[src/design/led_link_defines.svh]
// Purpose: shared numbers of the led driver command link
// Assumes: included by bare name from the device and host design files
// Notes: command byte is op in [7:4], index in [3:0]
`ifndef LED_LINK_DEFINES_SVH
`define LED_LINK_DEFINES_SVH

// ****************************************
// command opcodes
// ****************************************
`define OP_WRITE 4'h1
`define OP_READ 4'h2
`define OP_LOCK 4'h3
`define OP_MISC 4'h4
`define OP_DIAG 4'h5

// ****************************************
// configuration register indices
// ****************************************
`define RI_CTRL1 4'h0
`define RI_CTRL2 4'h1
`define RI_CUR 4'h2
`define RI_PSEL 4'h3
`define RI_PSTEP 4'h4
`define RI_DUTY 4'h5
`define RI_OMASK 4'h6
`define RI_SHMASK 4'h7
`define RI_SLMASK 4'h8
`define RI_OPMASK 4'h9
`define RI_VSH 4'hA

// ****************************************
// diagnosis read indices and misc commands
// ****************************************
`define DI_ST1 4'h0
`define DI_ST2 4'h1
`define DI_IR 4'h2
`define DI_SUP_SHORT 4'h3
`define DI_GND_SHORT 4'h4
`define DI_OPEN 4'h5
`define DI_ADJ 4'h6
`define DI_STATE 4'h7
`define MS_CLR_POR 4'h0
`define MS_CLR_ST 4'h1
`define MS_CLK_CHK 4'h2

// ****************************************
// payload widths in bits
// ****************************************
`define W_CTRL1 7'h06
`define W_CTRL2 7'h07
`define W_CUR 7'h60
`define W_PSEL 7'h24
`define W_PSTEP 7'h06
`define W_DUTY 7'h3C
`define W_MASK 7'h0C
`define W_VSH 7'h18
`define W_ST1 7'h08
`define W_ST2 7'h05
`define W_IR 7'h02

// ****************************************
// lock groups and status word 1 bits
// ****************************************
`define LK_R 3'h0
`define LK_C 3'h1
`define LK_P 3'h2
`define LK_W 3'h3
`define LK_M 3'h4
`define ST_WARM 0
`define ST_HOT 1
`define ST_SHORT 2
`define ST_OPEN 3
`define ST_ADJ 4
`define ST_SUPPLY 5
`define ST_CERR 6
`define ST_POR 7

// ****************************************
// reset values
// ****************************************
`define RST_CTRL2 7'h7F
`define RST_PSEL 36'h249249249
`define RST_PSTEP 6'h08
`define RST_DETMASK 12'hFFF
`define RST_ST1 8'hFF
`define RST_RES 12'hFFF
`define RST_IR 2'h3

// ****************************************
// host controller map and timing
// ****************************************
`define HA_CMD 5'h00
`define HA_WD0 5'h04
`define HA_WD1 5'h08
`define HA_WD2 5'h0C
`define HA_RD0 5'h10
`define HA_RD1 5'h14
`define HA_RD2 5'h18
`define HA_STAT 5'h1C
`define CLK_NS 8
`define SETTLE_MS 30
`define LINK_HALF 8

`endif

[src/design/led_link_pkg.sv]
// Purpose: state types of both link ends
// Assumes: nothing
// Notes: each module keeps all its state in one struct
package led_link_pkg;

  // ****************************************
  // device end state
  // ****************************************
  typedef struct packed {
    logic [2:0] sclk;    // link clock synchroniser
    logic [2:0] ssin;    // serial in synchroniser
    logic [2:0] slat;    // latch synchroniser
    logic clk_st;        // filtered link clock
    logic sin_st;        // filtered serial in
    logic lat_st;        // filtered latch
    logic [6:0] bits;    // bits seen this frame
    logic [7:0] cmd;     // command byte of frame
    logic [95:0] sh;     // incoming bits, right aligned
    logic [95:0] so;     // outgoing bits, msb first
    logic [5:0] ctrl1;
    logic [6:0] ctrl2;
    logic [95:0] cur;
    logic [35:0] psel;
    logic [5:0] pstep;   // steps [5:4], frame rate [3:0]
    logic [59:0] duty;
    logic [11:0] omask;
    logic [11:0] shmask;
    logic [11:0] slmask;
    logic [11:0] opmask;
    logic [23:0] vsh;
    logic [4:0] locks;
    logic [7:0] st1;
    logic [11:0] res_sup;   // sticky supply short results
    logic [11:0] res_gnd;   // sticky ground short results
    logic [11:0] res_open;  // sticky open results
    logic [11:0] res_adj;   // sticky adjacent short results
    logic [11:0] res_state; // live driver state
    logic [1:0] ir;
    logic [11:0] led;    // drive enables toward outputs
  } dev_state_type;

  // ****************************************
  // host end state
  // ****************************************
  typedef enum logic [1:0] {H_IDLE, H_HOLD, H_SHIFT, H_TAIL} host_fsm_type;

  typedef struct packed {
    host_fsm_type fsm;
    logic [7:0] cnt;     // half period counter
    logic lclk;
    logic sinb;
    logic latch;
    logic [103:0] tx;    // command then payload, msb first
    logic [6:0] n;       // bits sent
    logic [6:0] total;
    logic [7:0] cmd;
    logic [95:0] wd;
    logic [95:0] rx;
    logic [2:0] sso;     // serial out synchroniser
    logic so_st;
    logic [31:0] settle; // wait after output lock
    logic [31:0] rdata;
  } host_state_type;

endpackage

[src/design/led_link_if.sv]
// Purpose: four line serial link between host and driver
// Assumes: host makes link_clk, sin and latch
// Notes: latch high frames one command
`timescale 1ns/1ps
interface led_link_if;
  logic link_clk; // serial clock from host
  logic sin;      // data toward device
  logic latch;    // frame strobe
  logic sout;     // read data toward host

  modport device (input link_clk, input sin, input latch, output sout);
  modport host (output link_clk, output sin, output latch, input sout);
endinterface

[src/design/led_cfg_device.sv]
// Purpose: command interpreter of a 12 output led driver
// Assumes: frames arrive msb first, sampled at link clock rise
// Notes: diagnosis inputs come from logic on core_clk
//
// Chosen here: the register addresses and strobed register access.
`timescale 1ns/1ps
`include "led_link_defines.svh"
module led_cfg_device (
  input wire logic core_clk,
  input wire logic resetn,
  led_link_if.device link,
  input wire logic temp_warn,
  input wire logic temp_shutdown,
  input wire logic supply_fault,
  input wire logic clock_fault,
  input wire logic [1:0] ir_result,
  input wire logic [11:0] supply_short_result,
  input wire logic [11:0] ground_short_result,
  input wire logic [11:0] open_result,
  input wire logic [11:0] adjacent_short_result,
  input wire logic [11:0] output_state_result,
  output logic [5:0] ctrl1_word,
  output logic [6:0] ctrl2_word,
  output logic [95:0] current_codes,
  output logic [35:0] pwm_select,
  output logic [1:0] pwm_steps,
  output logic [3:0] frame_rate,
  output logic [59:0] duty_values,
  output logic [11:0] output_enable_mask,
  output logic [11:0] supply_short_mask,
  output logic [11:0] ground_short_mask,
  output logic [11:0] open_detect_mask,
  output logic [23:0] short_threshold,
  output logic [11:0] led_drive,
  output logic [4:0] lock_flags
);

  // ****************************************
  // state and reset image
  // ****************************************
  led_link_pkg::dev_state_type q; // registered state
  led_link_pkg::dev_state_type d; // next state
  // every lock reads zero here, so all groups start writable
  localparam led_link_pkg::dev_state_type RST_IMG = '{
    ctrl2: `RST_CTRL2,
    psel: `RST_PSEL,
    pstep: `RST_PSTEP,
    shmask: `RST_DETMASK,
    slmask: `RST_DETMASK,
    opmask: `RST_DETMASK,
    st1: `RST_ST1,          // por flag starts at one
    res_sup: `RST_RES,
    res_gnd: `RST_RES,
    res_open: `RST_RES,
    res_adj: `RST_RES,
    ir: `RST_IR,
    default: '0
  };

  // ****************************************
  // next state
  // ****************************************
  // one process: link sampling, frame decode, execution, flag capture
  always_comb begin
    logic rise;
    logic lat_rise;
    logic lat_fall;
    logic [7:0] cmd_n;
    logic [95:0] rd_raw;
    logic [6:0] rd_w;
    logic [95:0] rdv;
    rise = 1'b0;
    lat_rise = 1'b0;
    lat_fall = 1'b0;
    cmd_n = 8'h00;
    rd_raw = 96'h0;
    rd_w = 7'h00;
    rdv = 96'h0;
    d = q;
    // three stage synchronisers; a level counts once stages 2 and 3 agree
    d.sclk = {q.sclk[1:0], link.link_clk};
    d.ssin = {q.ssin[1:0], link.sin};
    d.slat = {q.slat[1:0], link.latch};
    if (q.sclk[2] == q.sclk[1]) begin
      d.clk_st = q.sclk[1];
    end
    if (q.ssin[2] == q.ssin[1]) begin
      d.sin_st = q.ssin[1];
    end
    if (q.slat[2] == q.slat[1]) begin
      d.lat_st = q.slat[1];
    end
    rise = !q.clk_st && d.clk_st;
    lat_rise = !q.lat_st && d.lat_st;
    lat_fall = q.lat_st && !d.lat_st;
    cmd_n = {q.sh[6:0], q.sin_st};

    // read selection, decided as the eighth command bit lands
    if (cmd_n[7:4] == `OP_READ) begin
      case (cmd_n[3:0])
        `RI_CTRL1: {rd_w, rd_raw} = {`W_CTRL1, 96'(q.ctrl1)};
        `RI_CTRL2: {rd_w, rd_raw} = {`W_CTRL2, 96'(q.ctrl2)};
        `RI_CUR: {rd_w, rd_raw} = {`W_CUR, q.cur};
        `RI_PSEL: {rd_w, rd_raw} = {`W_PSEL, 96'(q.psel)};
        `RI_PSTEP: {rd_w, rd_raw} = {`W_PSTEP, 96'(q.pstep)}; // one read
        `RI_DUTY: {rd_w, rd_raw} = {`W_DUTY, 96'(q.duty)};
        `RI_OMASK: {rd_w, rd_raw} = {`W_MASK, 96'(q.omask)};
        `RI_SHMASK: {rd_w, rd_raw} = {`W_MASK, 96'(q.shmask)};
        `RI_SLMASK: {rd_w, rd_raw} = {`W_MASK, 96'(q.slmask)};
        `RI_OPMASK: {rd_w, rd_raw} = {`W_MASK, 96'(q.opmask)};
        `RI_VSH: {rd_w, rd_raw} = {`W_VSH, 96'(q.vsh)};
        default: rd_w = 7'h00; // unknown index reads as zeros
      endcase
    end else if (cmd_n[7:4] == `OP_DIAG) begin
      case (cmd_n[3:0])
        `DI_ST1: {rd_w, rd_raw} = {`W_ST1, 96'(q.st1)};
        `DI_ST2: {rd_w, rd_raw} = {`W_ST2, 96'(q.locks)};
        `DI_IR: {rd_w, rd_raw} = {`W_IR, 96'(q.ir)};
        `DI_SUP_SHORT: {rd_w, rd_raw} = {`W_MASK, 96'(q.res_sup)};
        `DI_GND_SHORT: {rd_w, rd_raw} = {`W_MASK, 96'(q.res_gnd)};
        `DI_OPEN: {rd_w, rd_raw} = {`W_MASK, 96'(q.res_open)};
        `DI_ADJ: {rd_w, rd_raw} = {`W_MASK, 96'(q.res_adj)};
        `DI_STATE: {rd_w, rd_raw} = {`W_MASK, 96'(q.res_state)};
        default: rd_w = 7'h00;
      endcase
    end
    // left align so the msb leaves first
    rdv = rd_raw << (7'h60 - rd_w);

    // ****************************************
    // framing
    // ****************************************
    if (lat_rise) begin
      d.bits = 7'h00;
      d.so = 96'h0;
    end else if (q.lat_st && rise) begin
      d.sh = {q.sh[94:0], q.sin_st};
      if (q.bits != 7'h7F) begin
        d.bits = q.bits + 7'h01; // saturates on overlong frames
      end
      if (q.bits == 7'h07) begin
        d.cmd = cmd_n;
        d.so = rdv;
      end else if (q.bits > 7'h07) begin
        d.so = {q.so[94:0], 1'b0};
      end
    end

    // ****************************************
    // execution at end of frame
    // ****************************************
    // payload is the last bits before latch drops; short frames do nothing
    if (lat_fall && q.bits >= 7'h08) begin
      case (q.cmd[7:4])
        `OP_WRITE: begin
          // writes to a locked group are dropped silently
          case (q.cmd[3:0])
            `RI_CTRL1: if (!q.locks[`LK_R]) d.ctrl1 = q.sh[5:0];
            `RI_CTRL2: if (!q.locks[`LK_R]) d.ctrl2 = q.sh[6:0];
            `RI_CUR: if (!q.locks[`LK_C]) d.cur = q.sh;
            `RI_PSEL: if (!q.locks[`LK_P]) d.psel = q.sh[35:0];
            `RI_PSTEP: if (!q.locks[`LK_P]) d.pstep = q.sh[5:0];
            `RI_DUTY: if (!q.locks[`LK_W]) d.duty = q.sh[59:0];
            `RI_OMASK: if (!q.locks[`LK_M]) d.omask = q.sh[11:0];
            `RI_SHMASK: if (!q.locks[`LK_M]) d.shmask = q.sh[11:0];
            `RI_SLMASK: if (!q.locks[`LK_M]) d.slmask = q.sh[11:0];
            `RI_OPMASK: if (!q.locks[`LK_M]) d.opmask = q.sh[11:0];
            `RI_VSH: if (!q.locks[`LK_M]) d.vsh = q.sh[23:0];
            default: d.ctrl1 = q.ctrl1;
          endcase
        end
        `OP_LOCK: begin
          // one bit per group
          if (q.cmd[3:0] <= 4'(`LK_M)) begin
            d.locks[q.cmd[2:0]] = 1'b1;
          end
        end
        `OP_MISC: begin
          case (q.cmd[3:0])
            `MS_CLR_POR: d.st1[`ST_POR] = 1'b0;
            `MS_CLR_ST: begin
              d.st1[5:0] = 6'h00;
              d.ir = 2'h0;
              d.res_sup = 12'h000;
              d.res_gnd = 12'h000;
              d.res_open = 12'h000;
              d.res_adj = 12'h000;
              d.res_state = 12'h000;
            end
            `MS_CLK_CHK: d.st1[`ST_CERR] = clock_fault;
            default: d.st1 = q.st1;
          endcase
        end
        default: d.cmd = q.cmd; // reads and unknown ops change nothing
      endcase
    end

    // ****************************************
    // hardware flags, applied last so a set beats a clear
    // ****************************************
    d.st1[`ST_WARM] = d.st1[`ST_WARM] | temp_warn;
    d.st1[`ST_HOT] = d.st1[`ST_HOT] | temp_shutdown;
    d.st1[`ST_SHORT] = d.st1[`ST_SHORT] | (|(supply_short_result | ground_short_result));
    d.st1[`ST_OPEN] = d.st1[`ST_OPEN] | (|open_result);
    d.st1[`ST_ADJ] = d.st1[`ST_ADJ] | (|adjacent_short_result);
    d.st1[`ST_SUPPLY] = d.st1[`ST_SUPPLY] | supply_fault;
    d.st1[`ST_CERR] = d.st1[`ST_CERR] | clock_fault;
    d.ir = d.ir | ir_result;
    d.res_sup = d.res_sup | supply_short_result;
    d.res_gnd = d.res_gnd | ground_short_result;
    d.res_open = d.res_open | open_result;
    d.res_adj = d.res_adj | adjacent_short_result;
    d.res_state = output_state_result; // live state, not sticky
    // leds light only once the mask group is locked
    d.led = d.omask & {12{d.locks[`LK_M]}};
  end

  // ****************************************
  // state register
  // ****************************************
  always_ff @(posedge core_clk or negedge resetn) begin
    if (!resetn) begin
      q <= RST_IMG;
    end else begin
      q <= d;
    end
  end

  // ****************************************
  // outputs, all straight from flops
  // ****************************************
  assign link.sout = q.so[95];
  assign ctrl1_word = q.ctrl1;
  assign ctrl2_word = q.ctrl2;
  assign current_codes = q.cur;
  assign pwm_select = q.psel;
  assign pwm_steps = q.pstep[5:4];
  assign frame_rate = q.pstep[3:0];
  assign duty_values = q.duty;
  assign output_enable_mask = q.omask;
  assign supply_short_mask = q.shmask;
  assign ground_short_mask = q.slmask;
  assign open_detect_mask = q.opmask;
  assign short_threshold = q.vsh;
  assign led_drive = q.led;
  assign lock_flags = q.locks;

endmodule

[src/flat_wrapper.sv]
// flat-port wrapper written by rule: the top's interface ports become plain ports
module led_cfg_device_flat 
  (core_clk, resetn, temp_warn, temp_shutdown, supply_fault, clock_fault, ir_result, supply_short_result, ground_short_result, open_result, adjacent_short_result, output_state_result, ctrl1_word, ctrl2_word, current_codes, pwm_select, pwm_steps, frame_rate, duty_values, output_enable_mask, supply_short_mask, ground_short_mask, open_detect_mask, short_threshold, led_drive, lock_flags, link_link_clk, link_sin, link_latch, link_sout);
  led_link_if link_i ();
  input wire logic core_clk;
  input wire logic resetn;
  input wire logic temp_warn;
  input wire logic temp_shutdown;
  input wire logic supply_fault;
  input wire logic clock_fault;
  input wire logic [1:0] ir_result;
  input wire logic [11:0] supply_short_result;
  input wire logic [11:0] ground_short_result;
  input wire logic [11:0] open_result;
  input wire logic [11:0] adjacent_short_result;
  input wire logic [11:0] output_state_result;
  output logic [5:0] ctrl1_word;
  output logic [6:0] ctrl2_word;
  output logic [95:0] current_codes;
  output logic [35:0] pwm_select;
  output logic [1:0] pwm_steps;
  output logic [3:0] frame_rate;
  output logic [59:0] duty_values;
  output logic [11:0] output_enable_mask;
  output logic [11:0] supply_short_mask;
  output logic [11:0] ground_short_mask;
  output logic [11:0] open_detect_mask;
  output logic [23:0] short_threshold;
  output logic [11:0] led_drive;
  output logic [4:0] lock_flags;
  input wire logic [$bits(link_i.link_clk)-1:0] link_link_clk;
  input wire logic [$bits(link_i.sin)-1:0] link_sin;
  input wire logic [$bits(link_i.latch)-1:0] link_latch;
  output wire logic [$bits(link_i.sout)-1:0] link_sout;
  assign link_i.link_clk = link_link_clk;
  assign link_i.sin = link_sin;
  assign link_i.latch = link_latch;
  assign link_sout = link_i.sout;
  led_cfg_device u_core (.core_clk(core_clk), .resetn(resetn), .link(link_i), .temp_warn(temp_warn), .temp_shutdown(temp_shutdown), .supply_fault(supply_fault), .clock_fault(clock_fault), .ir_result(ir_result), .supply_short_result(supply_short_result), .ground_short_result(ground_short_result), .open_result(open_result), .adjacent_short_result(adjacent_short_result), .output_state_result(output_state_result), .ctrl1_word(ctrl1_word), .ctrl2_word(ctrl2_word), .current_codes(current_codes), .pwm_select(pwm_select), .pwm_steps(pwm_steps), .frame_rate(frame_rate), .duty_values(duty_values), .output_enable_mask(output_enable_mask), .supply_short_mask(supply_short_mask), .ground_short_mask(ground_short_mask), .open_detect_mask(open_detect_mask), .short_threshold(short_threshold), .led_drive(led_drive), .lock_flags(lock_flags));
endmodule
[config.mk]
export PLATFORM = sky130hd
export DESIGN_NAME = led_cfg_device_flat
export DESIGN_NICKNAME = d
export VERILOG_FILES = /design/src/design/led_link_pkg.sv /design/src/design/led_link_if.sv /design/src/design/led_cfg_device.sv /design/src/flat_wrapper.sv
export VERILOG_INCLUDE_DIRS = /design/src /design/src/design
export SDC_FILE = /design/constraint.sdc
export NUM_CORES = 1
export LEC_CHECK = 0
export BUFFER_PORTS_ARGS = -buffer_cell sky130_fd_sc_hd__buf_2
export CAP_MARGIN = 15
export CORE_MARGIN = 2
export CORE_UTILIZATION = 50
export CTS_CLUSTER_DIAMETER = 100
export DETAILED_ROUTE_END_ITERATION = 10
export GPL_ROUTABILITY_DRIVEN = 0
export PLACE_DENSITY = 0.72
export SETUP_SLACK_MARGIN = 0.3
export SLEW_MARGIN = 0
export SYNTH_ARGS = -nofsm -noshare
export SYNTH_HDL_FRONTEND = slang
export SYNTH_SLANG_ARGS = --single-unit
[constraint.sdc]
create_clock -name core_clk -period 12.68 [get_ports core_clk]
set_clock_uncertainty 0.15 [all_clocks]
set_input_delay 3.17 -clock core_clk [delete_from_list [all_inputs] [get_ports core_clk]]
set_output_delay 3.17 -clock core_clk [all_outputs]
set_load 0.005 [all_outputs]
==> Implementation_results.wiki <==
{| class="wikitable"
! Metric !! Value
|-
| Run status || complete, no violations
|-
| RR Endpoint || u_core.q[407]
|-
| Deepest clock path buffer count || 3
|-
| DP Wirelength || 74080 µm
|-
| Number of buffers inserted to repair setup after CTS || 0
|-
| Number of top-level pins || 372
|-
| Worst-case reg-to-reg path depth || 13
|-
| Area overhead of the layout relative to synthesis || 6.796%
|-
| TritonCTS clock tree || built
|-
| Count of warnings emitted by yosys || 0
|-
| Hold Path Origin || u_core.d[584]
|-
| # setup viols final || 0
|-
| Busiest grt layer || met2
|-
| Launch point of the worst reg-to-reg path || u_core.q[578]
|-
| Highest ir drop seen on vdd || 0.1130 mV
|-
| Detailed router's first-iteration violation count || 3787
|-
| Total via count after detailed routing || 26060
|-
| TritonCTS Sinks || 589
|-
| Ratio of cells with drive above 1 in the final layout || 33.44%
|-
| Max FO, Critical Path || 84
|-
| Class of the most critical hold timing path || reg2reg
|-
| Arrival time of data at the critical path endpoint || 6420 ps
|-
| Async set-or-reset flop fraction in the synthesized netlist || 100.0%
|-
| CTS buffer count || 58
|-
| Standby leakage power || 16.64 nW
|-
| Crit path capture type || flip-flop
|-
| Pint || 3.180 mW
|-
| Overall die area || 67870 µm²
|-
| Mux cell area share after synthesis || 16.15%
|-
| Terminating pin of the worst hold path || u_core.d[585]
|-
| Via density per instance || 6.433
|-
| Detailed-route wire length per cell || 26.73 µm
|-
| Setup TNS Final || 0 ps
|-
| Count of cells along the worst hold path || 0
|-
| GR Util met3 || 9.780%
|-
| Cell accounting for the most synthesized area || sky130_fd_sc_hd__dfrtp_1
|-
| Post-synthesis cell count || 3181
|-
| Global-route wire length before repair || 160800 µm
|-
| Mapped Area || 32900 µm²
|-
| Placeable core region || 65390 µm²
|-
| Unrepaired setup endpoints after global routing || no
|-
| Sum of overflow across all layers after global routing || 0
|-
| GR Layer Usage met2 || 45.97%
|-
| Part of the total power dissipated in the clock network || 39.4%
|-
| Max Clock Freq || 0.1641 GHz
|-
| Combinational family with the most area after synthesis || multiplexers
|-
| Placed Instance Area || 33130 µm²
|-
| H-tree depth || 2
|-
| Number of buffer cells added on primary ports || 371
|-
| Die H || 260.5 µm
|-
| Number of max-slew violations in the final report || 0
|-
| Number of hold violations in the final report || 0
|-
| Worst slew margin relative to its limit || 21.29%
|-
| Number of rows in the core area || 94
|-
| Quantity of hold-fixing buffers added after cts || 0
|-
| CTS Root Buffer Type || sky130_fd_sc_hd__clkbuf_16
|-
| Maximum number of pins on one net before global-route repair || 180
|-
| Startpoint type of the worst setup path || flip-flop
|-
| Share of the synthesized area in the top cell type || 36.13%
|-
| Post-Synthesis Mean Instance Area || 10.34 µm²
|-
| # nets final || 3206
|-
| Cell area after layout || 35140 µm²
|-
| Total of cells resized after clock tree synthesis || 0
|-
| Commonest register cell after synthesis || sky130_fd_sc_hd__dfrtp_1
|-
| DRC errors left || 0
|-
| Sequential area share after synthesis || 45.23%
|-
| Clk pin slew, worst setup/hold paths || 60 ps
|-
| Clock latency at the later pin of the worst-skew pair || 640 ps
|-
| Fraction of power consumed by sequential logic || 42.1%
|-
| Critical setup path kind || reg2reg
|-
| Total global-route track usage || 31.34%
|-
| Data required time at the worst endpoint || 13010 ps
|-
| Combinational share of power || 18.5%
|-
| Starting Density || 50.31%
|-
| Area fraction in and, or, nand and nor cells after synthesis || 12.87%
|-
| R2r setup slk || 6590 ps
|-
| Fraction of the cycle the final worst path needs || 48.07%
|-
| Number of flip-flops and latches in the synthesized netlist || 589
|-
| Switching Power || 1.436 mW
|-
| Power Dens Cells || 131.4 nW/µm²
|-
| Fraction of power spent switching nets || 31.10%
|-
| Xor/xnor cell area share of the yosys netlist || 0.1331%
|-
| Remaining number of nets flagged by the antenna check after routing || 0
|-
| Detailed-routing iteration count for the pre-antenna-repair pass || 7
|-
| Number of distinct library cells after synthesis || 105
|-
| Pin slew with the least headroom to its limit || 1174 ps
|-
| Horizontal die dimension || 260.5 µm
|-
| Syn Nets || 3255
|-
| Synth Area in Adders || 0.1749%
|-
| Global routing met1 resource utilization || 42.90%
|-
| Reported max-cap violation count || 0
|-
| Post-synthesis compound-gate area fraction || 15.17%
|-
| Cell types occupying the most area after synthesis || sky130_fd_sc_hd__dfrtp_1 36%, sky130_fd_sc_hd__mux2_2 11%, sky130_fd_sc_hd__dfstp_2 9.1%
|-
| Number of enable flip-flop cells after synthesis || 0
|-
| Number of global-route vias before repair || 24380
|-
| Antenna violations before repair || 6
|-
| Clock period minus final worst setup slack || 6095 ps
|-
| Total Routed Length || 108300 µm
|}
-- through the flow --
stage / hold WS, ps / std cells / util [%] / worst slack (ps) / power [mW]
after floorplan: 181.2 / 3181 / - / 8240 / 2.504
after global placement: 182.6 / 3936 / 50.66 / 6897 / 2.787
after detailed placement: 190.9 / 3936 / 50.66 / 6784 / 2.792
after CTS: 203.8 / 4046 / 53.71 / 6740 / 4.588
after global routing: 223.0 / 4050 / 53.73 / 6176 / 4.737
final: 201.8 / 4051 / 53.73 / 6585 / 4.616
-- how the worst max path moves through the flow --
| stage | from | to | slack (ps) | cells past startpoint |
|---|---|---|---|---|
| finish | u_core.q[578] | u_core.q[407] | 6590 | 13 |
| global route | u_core.q[578] | u_core.q[407] | 6180 | 13 |
| CTS | u_core.q[578] | u_core.q[407] | 6740 | 13 |
| detailed placement | u_core.q[578] | u_core.q[407] | 6780 | 13 |
| global placement | u_core.q[578] | u_core.q[407] | 6900 | 13 |
| floorplan | u_core.q[471] | u_core.q[439] | 8240 | 17 |
-- power by group through the flow --
stage	clock (mW)	combinational, mW	sequential (mW)
after CTS	1.83	0.819	1.94
after detailed placement	0	0.816	1.98
after global routing	1.90	0.888	1.95
final	1.82	0.853	1.94
after floorplan	0	0.573	1.93
after global placement	0	0.814	1.97
-- flip-flops by register name (all words and copies together) (netlist names), 2 cells and up --
| signal | cells |
|---|---|
| u_core.d | 6 |
| u_core.pwm_steps | 2 |
| u_core.ctrl2_word | 7 |
| u_core.supply_short_mask | 12 |
| u_core.duty_values | 60 |
| u_core.q | 282 |
| u_core.ctrl1_word | 6 |
| u_core.ground_short_mask | 12 |
| u_core.output_enable_mask | 12 |
| u_core.led_drive | 12 |
| u_core.lock_flags | 5 |
| u_core.frame_rate | 4 |
| u_core.current_codes | 96 |
| u_core.pwm_select | 36 |
| u_core.open_detect_mask | 12 |
| u_core.short_threshold | 24 |
-- synthesized netlist by cell type, types with 56 or more instances --
cell / count
sky130_fd_sc_hd__nand2_1: 421
sky130_fd_sc_hd__buf_2: 56
sky130_fd_sc_hd__o21ai_0: 112
sky130_fd_sc_hd__nor2_1: 102
sky130_fd_sc_hd__clkbuf_1: 145
sky130_fd_sc_hd__a22oi_1: 77
sky130_fd_sc_hd__mux2_2: 327
sky130_fd_sc_hd__buf_4: 312
sky130_fd_sc_hd__a21o_1: 75
sky130_fd_sc_hd__a21oi_1: 121
sky130_fd_sc_hd__dfrtp_1: 475
sky130_fd_sc_hd__nand3_1: 74
sky130_fd_sc_hd__mux2i_1: 77
sky130_fd_sc_hd__dfstp_2: 114
-- per-layer routing --
| metal | vias up | part of all wire (%) |
|---|---|---|
| li1 | 11150 | - |
| met1 | 12930 | 40 |
| met2 | 1621 | 43 |
| met3 | 355 | 12 |
| met4 | 2 | 5.1 |
| met5 | - | 0.012 |
-- placed cells by master (no fill, tap or decap), drive strengths merged, types with 19 or more instances in the layout --
| cell type | instances |
|---|---|
| nor4 | 20 |
| a22oi | 77 |
| a31oi | 30 |
| a21o | 75 |
| o211ai | 33 |
| a21oi | 121 |
| dfstp | 114 |
| nand3b | 28 |
| a211oi | 24 |
| o21ai | 138 |
| nor3 | 33 |
| and3 | 19 |
| buf | 431 |
| clkbuf | 89 |
| mux2i | 78 |
| and2 | 34 |
| dfrtp | 475 |
| mux4 | 35 |
| nand2 | 422 |
| nand3 | 74 |
| nor2 | 103 |
| mux2 | 331 |
| a22o | 19 |
| and3b | 40 |
-- area by class of cell --
| cell class | instances | area, µm² |
|---|---|---|
| Fill cell | 5773 | 30260 |
| Sequential cell | 589 | 14890 |
| Multi-Input combinational cell | 2033 | 14750 |
| Timing Repair Buffer | 431 | 2330 |
| Clock buffer | 89 | 1742 |
| Tap cell | 864 | 1081 |
| Clock inverter | 21 | 255.2 |
| Inverter | 19 | 72.57 |
| Antenna cell | 5 | 12.51 |
-- kinds of logic after synthesis --
group,Yosys count
compound gates,715
buf+inv,559
fa+ha+maj,5
simple gates,864
flops,589
xor+xnor,5
mux,444
-- worst max-delay path, stage by stage, from the launching register on --
cell and delay (ps):
sky130_fd_sc_hd__dfrtp_4 900, sky130_fd_sc_hd__nor4b_2 590, sky130_fd_sc_hd__o21a_1 480, sky130_fd_sc_hd__inv_1 380
sky130_fd_sc_hd__ha_4 310, sky130_fd_sc_hd__inv_1 180, sky130_fd_sc_hd__o21ai_4 100, sky130_fd_sc_hd__o211ai_4 160
sky130_fd_sc_hd__buf_4 780, sky130_fd_sc_hd__mux2i_1 520, sky130_fd_sc_hd__inv_1 120, sky130_fd_sc_hd__mux2_2 300
sky130_fd_sc_hd__o311ai_0 720, sky130_fd_sc_hd__o211ai_1 180
Note: power is estimated with default switching activity, not from simulation.
